### config.mk
export PLATFORM = sky130hd
export DESIGN_NAME = usc_top
export DESIGN_NICKNAME = d
export VERILOG_FILES = /design/src/rtl/usc_pkg.sv /design/src/rtl/usc_reg_if.sv /design/src/rtl/usc_ahb_slave.sv /design/src/rtl/usc_top.sv
export SDC_FILE = /design/constraint.sdc
export NUM_CORES = 1
export LEC_CHECK = 0
export BUFFER_PORTS_ARGS = -buffer_cell sky130_fd_sc_hd__buf_2
export CAP_MARGIN = 15
export CORE_MARGIN = 1
export CORE_UTILIZATION = 52
export DETAILED_ROUTE_END_ITERATION = 16
export PLACE_DENSITY = 0.85
export SLEW_MARGIN = 20
export SYNTH_ARGS = -nofsm -noshare
export SYNTH_HDL_FRONTEND = slang
export SYNTH_SLANG_ARGS = --single-unit
### constraint.sdc
create_clock -name clk_sys -period 6.3 [get_ports clk_sys]
set_clock_uncertainty 0.05 [all_clocks]
set_input_delay 1.26 -clock clk_sys [delete_from_list [all_inputs] [get_ports clk_sys]]
set_output_delay 1.26 -clock clk_sys [all_outputs]
set_load 0.1 [all_outputs]
### src/rtl/usc_pkg.sv
// Constants and types of the serial channel status and command block.
// Assumes a 32-bit AHB-Lite register window decoded on the low address byte.
package usc_pkg;

  // ********************************************************************
  // Register byte offsets.
  // ********************************************************************
  localparam logic [7:0] USC_OFF_SC   = 8'h00;
  localparam logic [7:0] USC_OFF_MODE = 8'h04;
  localparam logic [7:0] USC_OFF_IST  = 8'h08;
  localparam logic [7:0] USC_OFF_IMSK = 8'h0C;
  localparam logic [7:0] USC_OFF_TXH  = 8'h10;
  localparam logic [7:0] USC_OFF_RXH  = 8'h14;

  // ********************************************************************
  // Field positions and write codes.
  // ********************************************************************
  localparam int         USC_F_OVW    = 6;
  localparam int         USC_F_MDEP   = 4;
  localparam int         USC_F_TXH    = 2;
  localparam int         USC_F_RXH    = 0;
  localparam int         USC_MODE_LSB = 3;
  localparam logic [1:0] USC_WR_CLR   = 2'h2;
  localparam logic [1:0] USC_WR_SET   = 2'h3;
  localparam logic [1:0] USC_PW_CLRE  = 2'h1;

  // ********************************************************************
  // Interrupt bits and reset values.
  // ********************************************************************
  localparam int         USC_IRQ_RX   = 0;
  localparam int         USC_IRQ_TX   = 1;
  localparam int         USC_IRQ_OVW  = 2;
  localparam int         USC_IRQ_EOT  = 3;
  localparam int         USC_IRQ_W    = 4;
  localparam logic       USC_TXE_RST  = 1'h1;
  localparam logic       USC_VAL_RST  = 1'h0;
  localparam logic [2:0] USC_ME_RST   = 3'h0;

  typedef enum logic [1:0] {
    USC_DISABLED,
    USC_RS232,
    USC_PWIRE,
    USC_TTC
  } usc_mode_t;

endpackage

### src/rtl/usc_reg_if.sv
// Internal register strobe carrier between the bus slave and the register file.
// Assumes both ends sit on the same clock.
`timescale 1ns/100ps
interface usc_reg_if;
  logic        wr;
  logic        rd;
  logic [7:0]  addr;
  logic [31:0] wdata;
  logic [31:0] rdata;
  modport slave (output wr, output rd, output addr, output wdata, input rdata);
  modport regs  (input wr, input rd, input addr, input wdata, output rdata);
endinterface

### src/rtl/usc_ahb_slave.sv
// AHB-Lite slave front end: turns bus transfers into one-cycle strobes.
// Assumes single word transfers; reads take one wait state, writes none.
`timescale 1ns/100ps
module usc_ahb_slave (
  input  wire logic        clk,
  input  wire logic        rst_n,
  input  wire logic        hsel,
  input  wire logic [7:0]  haddr,
  input  wire logic [1:0]  htrans,
  input  wire logic        hwrite,
  input  wire logic        hready,
  input  wire logic [31:0] hwdata,
  output logic      [31:0] hrdata,
  output logic             hreadyout,
  output logic             hresp,
  usc_reg_if.slave         bus
);
  logic       accept;
  logic       dp_wr;
  logic       dp_rd;
  logic [7:0] dp_addr;
  logic       rd_go;

  assign accept    = hsel && htrans[1] && hready;
  assign rd_go     = dp_rd && !hreadyout;
  assign bus.wr    = dp_wr && hreadyout;
  assign bus.rd    = rd_go;
  assign bus.addr  = dp_addr;
  assign bus.wdata = hwdata;

  // ********************************************************************
  // Data phase tracking.
  // ********************************************************************
  always_ff @(posedge clk or negedge rst_n) begin
    if (!rst_n) begin
      dp_wr   <= 1'b0;
      dp_rd   <= 1'b0;
      dp_addr <= 8'h00;
    end else if (hready) begin
      dp_wr <= accept && hwrite;
      dp_rd <= accept && !hwrite;
      if (accept) begin
        dp_addr <= haddr;
      end
    end
  end

  // The wait state lets a read see the effect of a write just before it.
  always_ff @(posedge clk or negedge rst_n) begin
    if (!rst_n) begin
      hreadyout <= 1'b1;
      hrdata    <= 32'h0000_0000;
      hresp     <= 1'b0;
    end else begin
      hresp <= 1'b0;
      if (accept && !hwrite) begin
        hreadyout <= 1'b0;
      end else if (rd_go) begin
        hreadyout <= 1'b1;
        hrdata    <= bus.rdata;
      end
    end
  end
endmodule

### src/rtl/usc_top.sv
// Status and command register of one extra serial channel, with interrupt.
// Assumes the shifters, divider and FIFO of the channel sit outside.
`timescale 1ns/100ps
module usc_top
  import usc_pkg::*;
#(
  parameter int DATA_W = 16
) (
  input  wire logic              clk_sys,
  input  wire logic              reset_n,
  input  wire logic              hsel,
  input  wire logic [31:0]       haddr,
  input  wire logic [1:0]        htrans,
  input  wire logic              hwrite,
  input  wire logic [2:0]        hsize,
  input  wire logic              hready,
  input  wire logic [31:0]       hwdata,
  output logic      [31:0]       hrdata,
  output logic                   hreadyout,
  output logic                   hresp,
  input  wire logic              rx_word_valid,
  input  wire logic [DATA_W-1:0] rx_word_data,
  input  wire logic              rx_ninth_bit,
  input  wire logic              rx_fifo_assoc,
  input  wire logic              rx_fifo_full,
  input  wire logic              tx_hold_loaded,
  output logic      [DATA_W-1:0] tx_hold_data,
  output logic                   tx_hold_write,
  output logic                   rx_hold_read,
  input  wire logic              line_valid_in,
  output logic                   line_valid_out,
  output logic                   line_valid_oe_n,
  output logic                   transfer_start,
  output usc_mode_t              channel_mode,
  output logic      [2:0]        mode_ext,
  output logic                   irq
);

  // Data words must fit the 32-bit bus word and hold at least one byte.
  if (DATA_W < 8 || DATA_W > 32) begin : g_width_check
    $error("DATA_W must lie between 8 and 32");
  end

  // ********************************************************************
  // Reset release and bus front end.
  // ********************************************************************
  logic [1:0] rst_pipe;
  logic       rst_n;

  always_ff @(posedge clk_sys or negedge reset_n) begin
    if (!reset_n) begin
      rst_pipe <= 2'h0;
    end else begin
      rst_pipe <= {rst_pipe[0], 1'b1};
    end
  end
  assign rst_n = rst_pipe[1];

  usc_reg_if bus ();

  usc_ahb_slave u_slave (
    .clk       (clk_sys),
    .rst_n     (rst_n),
    .hsel      (hsel),
    .haddr     (haddr[7:0]),
    .htrans    (htrans),
    .hwrite    (hwrite),
    .hready    (hready),
    .hwdata    (hwdata),
    .hrdata    (hrdata),
    .hreadyout (hreadyout),
    .hresp     (hresp),
    .bus       (bus.slave)
  );

  // ********************************************************************
  // Decode.
  // ********************************************************************
  logic              sc_wr;
  logic              txh_wr;
  logic              rxh_rd;
  logic [1:0]        f_ovw;
  logic [1:0]        f_md;
  logic [1:0]        f_tx;
  logic [1:0]        f_rx;
  logic              is_rs;
  logic              is_pw;
  logic              pw_tx;
  logic              ttc_master;
  logic              obs_level;
  logic              obs_q;
  logic              fall;
  logic              ovw_ev;
  logic              ovw;
  logic              rx_full;
  logic              tx_empty;
  logic              xfer_end;
  logic              ninth;
  logic [DATA_W-1:0] rx_hold;
  logic [1:0]        md_rd;
  logic [7:0]        sc_rd;
  logic [USC_IRQ_W-1:0] ev;
  logic [USC_IRQ_W-1:0] ist;
  logic [USC_IRQ_W-1:0] imsk;

  assign sc_wr  = bus.wr && bus.addr == USC_OFF_SC;
  assign txh_wr = bus.wr && bus.addr == USC_OFF_TXH;
  assign rxh_rd = bus.rd && bus.addr == USC_OFF_RXH;
  assign f_ovw  = bus.wdata[USC_F_OVW +: 2];
  assign f_md   = bus.wdata[USC_F_MDEP +: 2];
  assign f_tx   = bus.wdata[USC_F_TXH +: 2];
  assign f_rx   = bus.wdata[USC_F_RXH +: 2];
  assign is_rs      = channel_mode == USC_RS232;
  assign is_pw      = channel_mode == USC_PWIRE;
  assign pw_tx      = is_pw && mode_ext[0];
  assign ttc_master = channel_mode == USC_TTC && mode_ext[2];

  // In transmit the block drives the line itself, so it watches its own drive.
  assign obs_level = pw_tx ? line_valid_out : line_valid_in;
  assign fall      = is_pw && obs_q && !obs_level;
  assign ovw_ev    = rx_word_valid && (rx_full || (rx_fifo_assoc && rx_fifo_full));

  // ********************************************************************
  // Mode register.
  // ********************************************************************
  always_ff @(posedge clk_sys or negedge rst_n) begin
    if (!rst_n) begin
      channel_mode <= USC_DISABLED;
      mode_ext     <= USC_ME_RST;
    end else if (bus.wr && bus.addr == USC_OFF_MODE) begin
      channel_mode <= usc_mode_t'(bus.wdata[USC_MODE_LSB +: 2]);
      mode_ext     <= bus.wdata[2:0];
    end
  end

  // ********************************************************************
  // Status flags. Hardware events win over software clears.
  // ********************************************************************
  // overwrite flag
  always_ff @(posedge clk_sys or negedge rst_n) begin
    if (!rst_n) begin
      ovw <= 1'b0;
    end else if (ovw_ev || (sc_wr && f_ovw == USC_WR_SET)) begin
      ovw <= 1'b1;
    end else if (sc_wr && f_ovw == USC_WR_CLR) begin
      ovw <= 1'b0;
    end
  end

  always_ff @(posedge clk_sys or negedge rst_n) begin
    if (!rst_n) begin
      rx_full <= 1'b0;
    end else if (rx_word_valid || (sc_wr && f_rx == USC_WR_SET)) begin
      rx_full <= 1'b1;
    end else if (rxh_rd || (sc_wr && f_rx == USC_WR_CLR)) begin
      rx_full <= 1'b0;
    end
  end

  always_ff @(posedge clk_sys or negedge rst_n) begin
    if (!rst_n) begin
      tx_empty <= USC_TXE_RST;
    end else if (tx_hold_loaded || (sc_wr && f_tx == USC_WR_SET)) begin
      tx_empty <= 1'b1;
    end else if (txh_wr || (sc_wr && f_tx == USC_WR_CLR)) begin
      tx_empty <= 1'b0;
    end
  end

  always_ff @(posedge clk_sys or negedge rst_n) begin
    if (!rst_n) begin
      xfer_end <= 1'b0;
      obs_q    <= USC_VAL_RST;
    end else begin
      obs_q <= obs_level;
      if (fall) begin
        xfer_end <= 1'b1;
      end else if (sc_wr && is_pw && f_md == USC_PW_CLRE) begin
        xfer_end <= 1'b0;
      end
    end
  end

  always_ff @(posedge clk_sys or negedge rst_n) begin
    if (!rst_n) begin
      line_valid_out  <= USC_VAL_RST;
      line_valid_oe_n <= 1'b1;
    end else begin
      line_valid_oe_n <= !pw_tx;
      if (sc_wr && pw_tx && f_md[1]) begin
        line_valid_out <= f_md[0];
      end
    end
  end

  always_ff @(posedge clk_sys or negedge rst_n) begin
    if (!rst_n) begin
      transfer_start <= 1'b0;
    end else begin
      transfer_start <= sc_wr && ttc_master && f_md == USC_WR_SET;
    end
  end

  // ********************************************************************
  // Data hold registers. A new word always replaces an unread one.
  // ********************************************************************
  always_ff @(posedge clk_sys or negedge rst_n) begin
    if (!rst_n) begin
      rx_hold       <= '0;
      ninth         <= 1'b0;
      tx_hold_data  <= '0;
      tx_hold_write <= 1'b0;
      rx_hold_read  <= 1'b0;
    end else begin
      tx_hold_write <= txh_wr;
      rx_hold_read  <= rxh_rd;
      if (rx_word_valid) begin
        rx_hold <= rx_word_data;
        ninth   <= rx_ninth_bit;
      end
      if (txh_wr) begin
        tx_hold_data <= bus.wdata[DATA_W-1:0];
      end
    end
  end

  // ********************************************************************
  // Interrupts: sticky status, write one to clear, masked onto irq.
  // ********************************************************************
  assign ev[USC_IRQ_RX]  = rx_word_valid;
  assign ev[USC_IRQ_TX]  = tx_hold_loaded;
  assign ev[USC_IRQ_OVW] = ovw_ev;
  assign ev[USC_IRQ_EOT] = fall;

  for (genvar i = 0; i < USC_IRQ_W; i++) begin : g_ist
    always_ff @(posedge clk_sys or negedge rst_n) begin
      if (!rst_n) begin
        ist[i] <= 1'b0;
      end else if (ev[i]) begin
        ist[i] <= 1'b1;
      end else if (bus.wr && bus.addr == USC_OFF_IST && bus.wdata[i]) begin
        ist[i] <= 1'b0;
      end
    end
  end

  always_ff @(posedge clk_sys or negedge rst_n) begin
    if (!rst_n) begin
      imsk <= '0;
      irq  <= 1'b0;
    end else begin
      irq <= |(ist & imsk);
      if (bus.wr && bus.addr == USC_OFF_IMSK) begin
        imsk <= bus.wdata[USC_IRQ_W-1:0];
      end
    end
  end

  // ********************************************************************
  // Read back.
  // ********************************************************************
  always_comb begin
    case (channel_mode)
      USC_RS232: md_rd = {1'b0, ninth};
      USC_PWIRE: md_rd = {xfer_end, !obs_level};
      default:   md_rd = 2'h0;
    endcase
  end

  assign sc_rd = {1'b0, ovw, md_rd, 1'b0, tx_empty, 1'b0, rx_full};

  always_comb begin
    case (bus.addr)
      USC_OFF_SC:   bus.rdata = 32'(sc_rd);
      USC_OFF_MODE: bus.rdata = 32'({channel_mode, mode_ext});
      USC_OFF_IST:  bus.rdata = 32'(ist);
      USC_OFF_IMSK: bus.rdata = 32'(imsk);
      USC_OFF_TXH:  bus.rdata = 32'(tx_hold_data);
      USC_OFF_RXH:  bus.rdata = 32'(rx_hold);
      default:      bus.rdata = 32'h0000_0000;
    endcase
  end
endmodule

==> results of run 1 <==
[final timing paths]
path	slack (ns)	to	startpoint	cells after the start
worst max register to register	3.37	tx_hold_data[6]	u_slave.bus.addr[2]	4
worst min register to register	0.26	u_slave.hrdata[10]	rst_pipe[1]	0
worst min-delay path	0.26	u_slave.hrdata[10]	rst_pipe[1]	0
worst max-delay path	3.37	tx_hold_data[6]	u_slave.bus.addr[2]	4
max in group asynchronous	5.26	line_valid_oe_n	rst_pipe[1]	1
min in group clk_sys	0.31	rst_pipe[1]	rst_pipe[0]	0
[stage by stage]
stage               instances  setup WS [ns]  area [um2]  power (mW)  hold slack, ns
finish                    511           3.37        4600        1.38           0.265
global placement          495           3.36        4380       0.987           0.289
floorplan                 328           3.68        3960       0.934           0.281
CTS                       510           3.40        4580        1.38           0.314
global route              511           3.30        4600        1.43           0.317
detailed placement        495           3.31        4380       0.996           0.295
[area by class of cell]
cell class                 count  area, um2  area share (%)
sequential                    86       2160            47.0
clock buffer                  14        163            3.54
tap                           99        124            2.70
timing repair buffer          98        510            11.1
inverter                       9       33.8           0.735
multi-input combinational    204       1580            34.3
clock inverter                 1       30.0           0.653
[critical path, delay by kind of cell (launching register included)]
| kind | cells | cell delay, ns |
|---|---|---|
| flops | 1 | 0.68 |
| buf+inv | 1 | 0.36 |
| simple gates | 2 | 1.36 |
| mux | 1 | 0.36 |
[kinds of logic after synthesis]
| family | count (synthesis) | share of synthesized area [%] |
|---|---|---|
| DFF | 86 | 55.3 |
| and+or+nand+nor | 63 | 8.89 |
| buffers and inverters | 38 | 5.81 |
| muxes | 61 | 18.9 |
| adders and majority gates | 3 | 0.963 |
| other | 2 | 0.193 |
| AOI/OAI and AO/OA | 59 | 9.89 |
[per-layer routing]
layer	vias to the layer above	track usage, %	wire (um)
met5	-	0	0
met4	0	8.80	146
met3	13	6.06	485
met2	97	38.6	4310
met1	1397	31.4	3730
li1	1269	-	-
[sequential cells by signal, summed over array words and instances, names as in the netlist, 2 cells and up]
register and flops:
tx_hold_data 16, rst_pipe 2, imsk 4, ist 4, channel_mode 2, rx_hold 16, u_slave.bus.addr 8, mode_ext 3
u_slave.hrdata 16
[power groups by stage]
stage          Combinational (mW)  Sequential [mW]  Clock, mW
3_5_place_dp                0.324            0.673          0
4_1_cts                     0.325            0.662      0.390
6_report                    0.331            0.658      0.387
5_1_grt                     0.350            0.665      0.414
3_3_place_gp                0.319            0.669          0
2_1_floorplan               0.168            0.766          0
[placed cells by master (no fill, tap or decap), types with 3 or more instances in the layout]
master	instances
o21ai_0	17
nor3_1	4
clkbuf_8	11
inv_1	8
a21oi_1	9
ha_1	3
dfrtp_1	82
nand2_1	29
clkbuf_1	3
and3_1	3
mux2_2	43
a21o_1	5
mux2_4	9
nor2_1	6
conb_1	18
dfstp_2	3
buf_2	95
a22oi_1	12
o22ai_1	3
mux2i_1	7
==> flow_metrics.env, run 1 <==
export IMPL_status="finished clean"
export IMPL_finalCriticalPeriod_ns=2.93
export IMPL_swShare_pct=35.0
export IMPL_drtPass1Iterations=4
export IMPL_grt_start_max_net_pins=85
export IMPL_powerDensity_nw_per_um2=299
export IMPL_die_w_um=88.6
export IMPL_hold_buffers=0
export IMPL_yosysMostFrequentCell="dfrtp_1"
export IMPL_fmax_mhz=341
export IMPL_synth_seq_cells=86
export IMPL_max_cap_viol_count=0
export IMPL_synth_edf_count=0
export IMPL_rows=31
export IMPL_core_um2=7250
export IMPL_grt_ovfl_total=0
export IMPL_wirelength_um=8670
export IMPL_route_detailed_drc=0
export IMPL_nNetsFinal=507
export IMPL_htree_levels=3
export IMPL_cts_resized=0
export IMPL_clk_path_buf_depth=2
export IMPL_gp_congestion=0.786
export IMPL_io_buffer_count=95
export IMPL_clock_latency_ns=0.34
export IMPL_area_growth_pct=17.9
export IMPL_fin_setup_tns_ns=0
export IMPL_rsz0062_at_grt="false"
export IMPL_async_reset_ff_share_pct=100
export IMPL_path_cells="or4_1, nor4_4, buf_4, mux2_2"
export IMPL_cts_inserted_buffers=9
export IMPL_slowest_delay_ns=0.79
export IMPL_fill_cells=596
export IMPL_clockRootBuffer="clkbuf_8"
export IMPL_hold_viol=0
export IMPL_power_share_clock_pct=28.1
export IMPL_ir_drop_mv=0.139
export IMPL_antenna_found_initial=0
export IMPL_postSynthAreaPerCell_um2=12.5
export IMPL_synthTopCellsByArea="dfrtp_1 53%, mux2_2 12%, mux2_4 3.5%"
export IMPL_synth_distinct_cells=55
export IMPL_end_kind="flip-flop"
export IMPL_ant_nets=0
export IMPL_ys_flop_type="dfrtp_1"
export IMPL_grt_pass1_vias=2788
export IMPL_p_sw_mw=0.481
export IMPL_combPwrFrac_pct=24.1
export IMPL_slew_viol_final=0
export IMPL_power_leakage_nw=2.22
export IMPL_yosysTopAreaCell="dfrtp_1"
export IMPL_tightestPinTransition_ns=0.871
export IMPL_synth_common_cells="83 x dfrtp_1, 43 x mux2_2, 29 x nand2_1"
export IMPL_maxSlewHeadroom_pct=41.4
export IMPL_synth_warnings=0
export IMPL_start_util_pct=53.7
export IMPL_routedWlPerCell_um=17.0
export IMPL_dr_total_vias=2776
export IMPL_p_int_mw=0.895
export IMPL_clk_pin_slew_worst_paths_ns=0.08
export IMPL_cp_data_arrival_time_ns=3.12
export IMPL_dp_hpwl_um=6030
export IMPL_synth_area_um2=3900
export IMPL_critPathKind="flip-flop to flip-flop"
export IMPL_cts_setup_buffers=0
export IMPL_layout_drive_gt1_share_pct=42.2
export IMPL_viasPerCell=5.43
export IMPL_netlist_instances=312
export IMPL_setup_viol=0
export IMPL_cp_required_ns=6.48
export IMPL_diodes=0
export IMPL_crit_slowest_cell="or4_1"
export IMPL_hold_class="flip-flop to asynchronous set/reset pin"
export IMPL_die_h_um=88.6
export IMPL_finalCritPeriodShare_pct=46.5
export IMPL_start_kind="flip-flop"
export IMPL_seq_power_share_pct=47.8
export IMPL_yosysSeqAreaShare_pct=55.3
export IMPL_worstPathMaxFanout=19
export IMPL_dieArea_um2=7850
export IMPL_cts_sinks=86
export IMPL_drt_iter0_drc=189
export IMPL_ios=157
export IMPL_track_usage_pct=23.9
export IMPL_cts_tree="yes"
export IMPL_grt_first_pass_wirelength_um=13700
export IMPL_synth_top_area_share_pct=53.3
export IMPL_final_core_util_pct=63.4
Note: power is estimated with default switching activity, not from simulation.
==> run 2, diff against run 1 <==
--- a/config.mk
+++ b/config.mk
@@ -8,9 +8,9 @@
 export BUFFER_PORTS_ARGS = -buffer_cell sky130_fd_sc_hd__buf_2
 export CAP_MARGIN = 15
 export CORE_MARGIN = 1
-export CORE_UTILIZATION = 52
+export CORE_UTILIZATION = 48
 export DETAILED_ROUTE_END_ITERATION = 16
-export PLACE_DENSITY = 0.85
+export PLACE_DENSITY = 0.79
 export SLEW_MARGIN = 20
 export SYNTH_ARGS = -nofsm -noshare
 export SYNTH_HDL_FRONTEND = slang
==> constraint.sdc (replaced) <==
create_clock -name clk_sys -period 2.7 [get_ports clk_sys]
set_clock_uncertainty 0.05 [all_clocks]
set_input_delay 0.54 -clock clk_sys [delete_from_list [all_inputs] [get_ports clk_sys]]
set_output_delay 0.54 -clock clk_sys [all_outputs]
set_load 0.1 [all_outputs]
==> flow_metrics.env, run 2 (synthesis gave the netlist of run 1 again) <==
export IMPL_status="finished clean"
export IMPL_grt_first_pass_wirelength_um=14200
export IMPL_cts_resized=0
export IMPL_ant_nets=0
export IMPL_cp_data_arrival_time_ns=2.47
export IMPL_tightestPinTransition_ns=0.638
export IMPL_slew_viol_final=0
export IMPL_hold_viol=0
export IMPL_ios=157
export IMPL_seq_power_share_pct=47.8
export IMPL_max_cap_viol_count=0
export IMPL_track_usage_pct=22.2
export IMPL_worstPathMaxFanout=9
export IMPL_dieArea_um2=8480
export IMPL_cts_tree="yes"
export IMPL_totalPowerFinal_mw=3.16
export IMPL_setup_ws_ns=0.426
export IMPL_nNetsFinal=516
export IMPL_cts_sinks=86
export IMPL_clockRootBuffer="clkbuf_8"
export IMPL_routedWlPerCell_um=16.8
export IMPL_dp_hpwl_um=6240
export IMPL_top_regs="rx_hold: 16 flops, tx_hold_data: 16 flops, u_slave.hrdata: 16 flops"
export IMPL_fmax_mhz=440
export IMPL_clock_latency_ns=0.36
export IMPL_antenna_found_initial=0
export IMPL_fill_cells=640
export IMPL_combPwrFrac_pct=25.5
export IMPL_swShare_pct=37.2
export IMPL_final_core_util_pct=59.5
export IMPL_gp_congestion=0.853
export IMPL_layout_commonest_cell="buf_2"
export IMPL_power_share_clock_pct=26.7
export IMPL_layout_drive_gt1_share_pct=44.1
export IMPL_critPathKind="flip-flop to flip-flop"
export IMPL_maxSlewHeadroom_pct=57.2
export IMPL_hold_buffers=1
export IMPL_pre_cts_slack_ns=0.453
export IMPL_fin_cells=524
export IMPL_wirelength_um=8790
export IMPL_cts_setup_buffers=0
export IMPL_dpl_cell_count=507
export IMPL_multi_input_area_um2=1580
export IMPL_regArea_um2=2160
export IMPL_cts_inserted_buffers=9
export IMPL_area_growth_pct=19.2
export IMPL_grt_pass1_vias=2755
export IMPL_fin_setup_tns_ns=0
export IMPL_start_util_pct=49.9
export IMPL_core_um2=7810
export IMPL_die_h_um=92.1
export IMPL_powerDensity_nw_per_um2=679
export IMPL_grt_start_max_net_pins=47
export IMPL_rows=32
export IMPL_io_buffer_count=95
export IMPL_slowest_delay_ns=0.70
export IMPL_htree_levels=3
export IMPL_path_cells="or4_1, nor3_4, a221oi_1, a311o_1"
export IMPL_viasPerCell=5.38
export IMPL_crit_slowest_cell="or4_1"
export IMPL_setup_viol=0
export IMPL_drt_iter0_drc=199
export IMPL_diodes=0
export IMPL_drtPass1Iterations=4
export IMPL_p_int_mw=1.98
export IMPL_start_kind="flip-flop"
export IMPL_dpl_cell_area_um2=4450
export IMPL_dr_total_vias=2818
export IMPL_rsz0062_at_grt="false"
export IMPL_die_w_um=92.1
export IMPL_route_detailed_drc=0
export IMPL_grt_ovfl_total=0
export IMPL_power_leakage_nw=2.25
export IMPL_hold_class="flip-flop to asynchronous set/reset pin"
export IMPL_cp_required_ns=2.90
export IMPL_p_sw_mw=1.17
export IMPL_final_cell_area_um2=4650
export IMPL_ir_drop_mv=0.338
export IMPL_end_kind="flip-flop"
export IMPL_clk_path_buf_depth=2
export IMPL_finalCritPeriodShare_pct=84.2
export IMPL_fin_worst_hold_slack_ns=0.285
export IMPL_finalCriticalPeriod_ns=2.27
export IMPL_clk_pin_slew_worst_paths_ns=0.09
export IMPL_layout_common_cells="95 x buf_2, 82 x dfrtp_1, 43 x mux2_2, 29 x nand2_1, 18 x conb_1"
-- run 2: cell types whose count changed in the layout (fill, tap and decap cells not counted), sizes merged --
cell	delta
clkinvlp	+3
dlygate4sd3	+1
bufinv	-1
clkbuf	-4
clkinv	+1
inv	+2
buf	+8
-- run 2: power by group through the flow --
stage | clock network, mW | registers (mW) | logic [mW]
floorplan | 0 | 1.79 | 0.391
global placement | 0 | 1.53 | 0.793
detailed placement | 0 | 1.53 | 0.802
CTS | 0.861 | 1.51 | 0.807
global route | 0.913 | 1.53 | 0.848
finish | 0.842 | 1.51 | 0.805
-- run 2: path summary, 6_finish.rpt --
kind                       depth (start not counted)  slack (ns)               to                 from
setup / recovery                                   4        0.43          rx_full  u_slave.bus.addr[3]
hold / removal                                     0        0.28       rx_hold[6]          rst_pipe[1]
setup reg to reg                                   4        0.43          rx_full  u_slave.bus.addr[3]
hold reg to reg                                    0        0.28       rx_hold[6]          rst_pipe[1]
max in group asynchronous                          1        1.56  line_valid_oe_n          rst_pipe[1]
min in group clk_sys                               0        0.31      rst_pipe[1]          rst_pipe[0]
-- run 2: area by class of cell --
type | instances | share of cell area, %
flip-flops and latches | 86 | 46.5
well taps | 102 | 2.75
clock inverters | 6 | 0.969
multi-input cells | 204 | 33.9
inverters | 9 | 0.727
repair buffers | 107 | 12.2
clock buffers | 10 | 2.96
-- run 2: per-layer routing --
layer / up-vias / share of wire [%] / track usage (%)
met2: 103 / 49 / 35.3
met4: 0 / 1.6 / 8.85
li1: 1294 / - / -
met5: - / 0 / 0
met3: 13 / 5.2 / 4.31
met1: 1408 / 44 / 30.0
-- run 2: worst max-delay path, delay by kind of cell (launching register included) --
family | cells | cell delay [ns]
flip-flops | 1 | 0.49
AO/OA/AOI/OAI | 2 | 0.48
AND/OR/NAND/NOR | 2 | 1.15
==> run 3, diff against run 2 <==
--- a/config.mk
+++ b/config.mk
@@ -5,12 +5,13 @@
 export SDC_FILE = /design/constraint.sdc
 export NUM_CORES = 1
 export LEC_CHECK = 0
+export ABC_AREA = 1
 export BUFFER_PORTS_ARGS = -buffer_cell sky130_fd_sc_hd__buf_2
 export CAP_MARGIN = 15
 export CORE_MARGIN = 1
-export CORE_UTILIZATION = 48
+export CORE_UTILIZATION = 49
 export DETAILED_ROUTE_END_ITERATION = 16
-export PLACE_DENSITY = 0.79
+export PLACE_DENSITY = 0.8
 export SLEW_MARGIN = 20
 export SYNTH_ARGS = -nofsm -noshare
 export SYNTH_HDL_FRONTEND = slang
==> constraint.sdc (replaced) <==
create_clock -name clk_sys -period 2.3 [get_ports clk_sys]
set_clock_uncertainty 0.05 [all_clocks]
set_input_delay 0.46 -clock clk_sys [delete_from_list [all_inputs] [get_ports clk_sys]]
set_output_delay 0.46 -clock clk_sys [all_outputs]
set_load 0.1 [all_outputs]
==> flow_metrics.env, run 3 <==
export IMPL_status="finished clean"
export IMPL_die_h_um=93.8
export IMPL_slowest_delay_ns=0.54
export IMPL_dr_total_vias=3380
export IMPL_top_regs="rx_hold: 16 flops, tx_hold_data: 16 flops, u_slave.hrdata: 16 flops"
export IMPL_combPwrFrac_pct=15.2
export IMPL_core_um2=8180
export IMPL_finalCriticalPeriod_ns=1.83
export IMPL_dieArea_um2=8790
export IMPL_clock_latency_ns=0.36
export IMPL_nNetsFinal=681
export IMPL_worstPathMaxFanout=3
export IMPL_start_kind="flip-flop"
export IMPL_rsz0062_at_grt="false"
export IMPL_layout_commonest_cell="nand2_1"
export IMPL_hold_viol=0
export IMPL_hold_class="primary input to flip-flop"
export IMPL_postSynthAreaPerCell_um2=8.53
export IMPL_cp_required_ns=1.79
export IMPL_ant_nets=0
export IMPL_start_util_pct=50.5
export IMPL_fill_cells=773
export IMPL_antenna_found_initial=0
export IMPL_io_buffer_count=95
export IMPL_ios=157
export IMPL_dpl_cell_area_um2=4610
export IMPL_rrSetupSlack_ns=0.51
export IMPL_slew_viol_final=0
export IMPL_worst_path_stages=1
export IMPL_yosysTopAreaCell="dfrtp_1"
export IMPL_synth_seq_cells=86
export IMPL_max_cap_viol_count=0
export IMPL_layout_common_cells="183 x nand2_1, 95 x buf_2, 82 x dfrtp_1, 37 x nand3_1, 34 x inv_1"
export IMPL_r2r_end="tx_hold_data[15]"
export IMPL_tightestPinTransition_ns=0.525
export IMPL_crit_end="hreadyout"
export IMPL_cts_tree="yes"
export IMPL_whs_path_depth=3
export IMPL_layout_drive_gt1_share_pct=27.1
export IMPL_p_sw_mw=0.996
export IMPL_seq_power_share_pct=52.2
export IMPL_synth_warnings=0
export IMPL_fin_setup_tns_ns=0
export IMPL_clk_path_buf_depth=2
export IMPL_grt_pass1_vias=3189
export IMPL_finalCritPeriodShare_pct=79.4
export IMPL_clockRootBuffer="clkbuf_8"
export IMPL_startpoint="u_slave.hreadyout"
export IMPL_synth_distinct_cells=34
export IMPL_final_core_util_pct=58.9
export IMPL_synth_edf_count=0
export IMPL_ys_flop_type="dfrtp_1"
export IMPL_viasPerCell=4.88
export IMPL_yosysMostFrequentCell="nand2_1"
export IMPL_power_share_clock_pct=32.7
export IMPL_diodes=0
export IMPL_area_growth_pct=16.6
export IMPL_cp_data_arrival_time_ns=1.32
export IMPL_end_kind="output port"
export IMPL_fin_worst_hold_slack_ns=0.239
export IMPL_cts_inserted_buffers=9
export IMPL_swShare_pct=31.8
export IMPL_rows=33
export IMPL_p_int_mw=2.14
export IMPL_path_cells="buf_2"
export IMPL_gp_congestion=0.881
export IMPL_maxSlewHeadroom_pct=65.0
export IMPL_totalPowerFinal_mw=3.13
export IMPL_synth_top_area_share_pct=50.3
export IMPL_dp_hpwl_um=7080
export IMPL_cts_resized=0
export IMPL_grt_start_max_net_pins=41
export IMPL_route_detailed_drc=0
export IMPL_ir_drop_mv=0.301
export IMPL_setup_viol=0
export IMPL_routedWlPerCell_um=13.6
export IMPL_final_cell_area_um2=4810
export IMPL_grt_ovfl_total=0
export IMPL_ff2ff_path_depth=9
export IMPL_critPathKind="flip-flop to output port"
export IMPL_track_usage_pct=22.9
export IMPL_clk_pin_slew_worst_paths_ns=0.09
export IMPL_powerDensity_nw_per_um2=651
export IMPL_timing_rr_start="u_slave.bus.addr[5]"
export IMPL_cp_top_family="flip-flops"
export IMPL_die_w_um=93.8
export IMPL_drt_iter0_drc=281
export IMPL_crit_slowest_cell="dfstp_2"
export IMPL_synth_area_um2=4130
export IMPL_cts_sinks=86
export IMPL_synth_common_cells="183 x nand2_1, 83 x dfrtp_1, 37 x nand3_1"
export IMPL_htree_levels=3
export IMPL_async_reset_ff_share_pct=100
export IMPL_power_leakage_nw=2.62
export IMPL_cts_setup_buffers=0
export IMPL_netlist_instances=484
export IMPL_wirelength_um=9390
export IMPL_yosysSeqAreaShare_pct=52.2
export IMPL_synthTopCellsByArea="dfrtp_1 50%, nand2_1 17%, nand3_1 4.5%"
export IMPL_drtPass1Iterations=4
export IMPL_grt_first_pass_wirelength_um=15200
export IMPL_critical_path_buf_inv_count=1
export IMPL_fmax_mhz=548
==> run 3: cell families (layout without fill, tap and decap cells) <==
family | count (synthesis) | in the layout | share of synthesized area [%]
simple gates | 264 | 264 | 29.1
compound gates | 54 | 54 | 7.61
buf+inv | 75 | 162 | 9.98
other cells | 2 | 18 | 0.182
flops | 86 | 86 | 52.2
fa+ha+maj | 3 | 3 | 0.910
==> run 3: worst min-delay path by stage <==
stage / start / endpoint / slack [ns]
floorplan: reset_n / rst_pipe[0] / 0.11
global placement: reset_n / rst_pipe[0] / 0.20
detailed placement: reset_n / rst_pipe[0] / 0.20
CTS: hwdata[12] / tx_hold_data[12] / 0.23
global route: hwdata[10] / tx_hold_data[10] / 0.24
finish: hwdata[12] / tx_hold_data[12] / 0.24
==> run 3: what timing repair did <==
item,CTS,global route
hold endpoints to repair,2,0
hold buffers,1,0
endpoints found under the setup margin,0,0
==> run 3: metal layers <==
layer  wire length, um  GRT usage [%]
met1              4290           31.9
met2              4350           35.6
met3               533           2.67
met4               213           10.9
met5                 0              0
==> run 3: area by class of cell <==
type	count	area, um2	area share (%)
flip-flops and latches	86	2160	44.9
clock inverters	5	41.3	0.858
well taps	105	131	2.73
clock buffers	11	151	3.15
repair buffers	101	536	11.1
multi-input cells	339	1620	33.6
inverters	45	174	3.61
==> run 3: power groups by stage <==
stage	Clock [mW]	Sequential [mW]	Combinational (mW)
final	1.02	1.63	0.476
after global routing	1.11	1.64	0.513
after CTS	1.04	1.63	0.479
after detailed placement	0	1.66	0.476
after global placement	0	1.66	0.465
after floorplan	0	1.75	0.299
==> run 3: through the flow <==
stage / instances / worst slack [ns]
2_1_floorplan: 500 / 0.180
3_3_place_gp: 675 / 0.558
3_5_place_dp: 675 / 0.511
4_1_cts: 692 / 0.459
5_1_grt: 692 / 0.374
6_report: 692 / 0.475
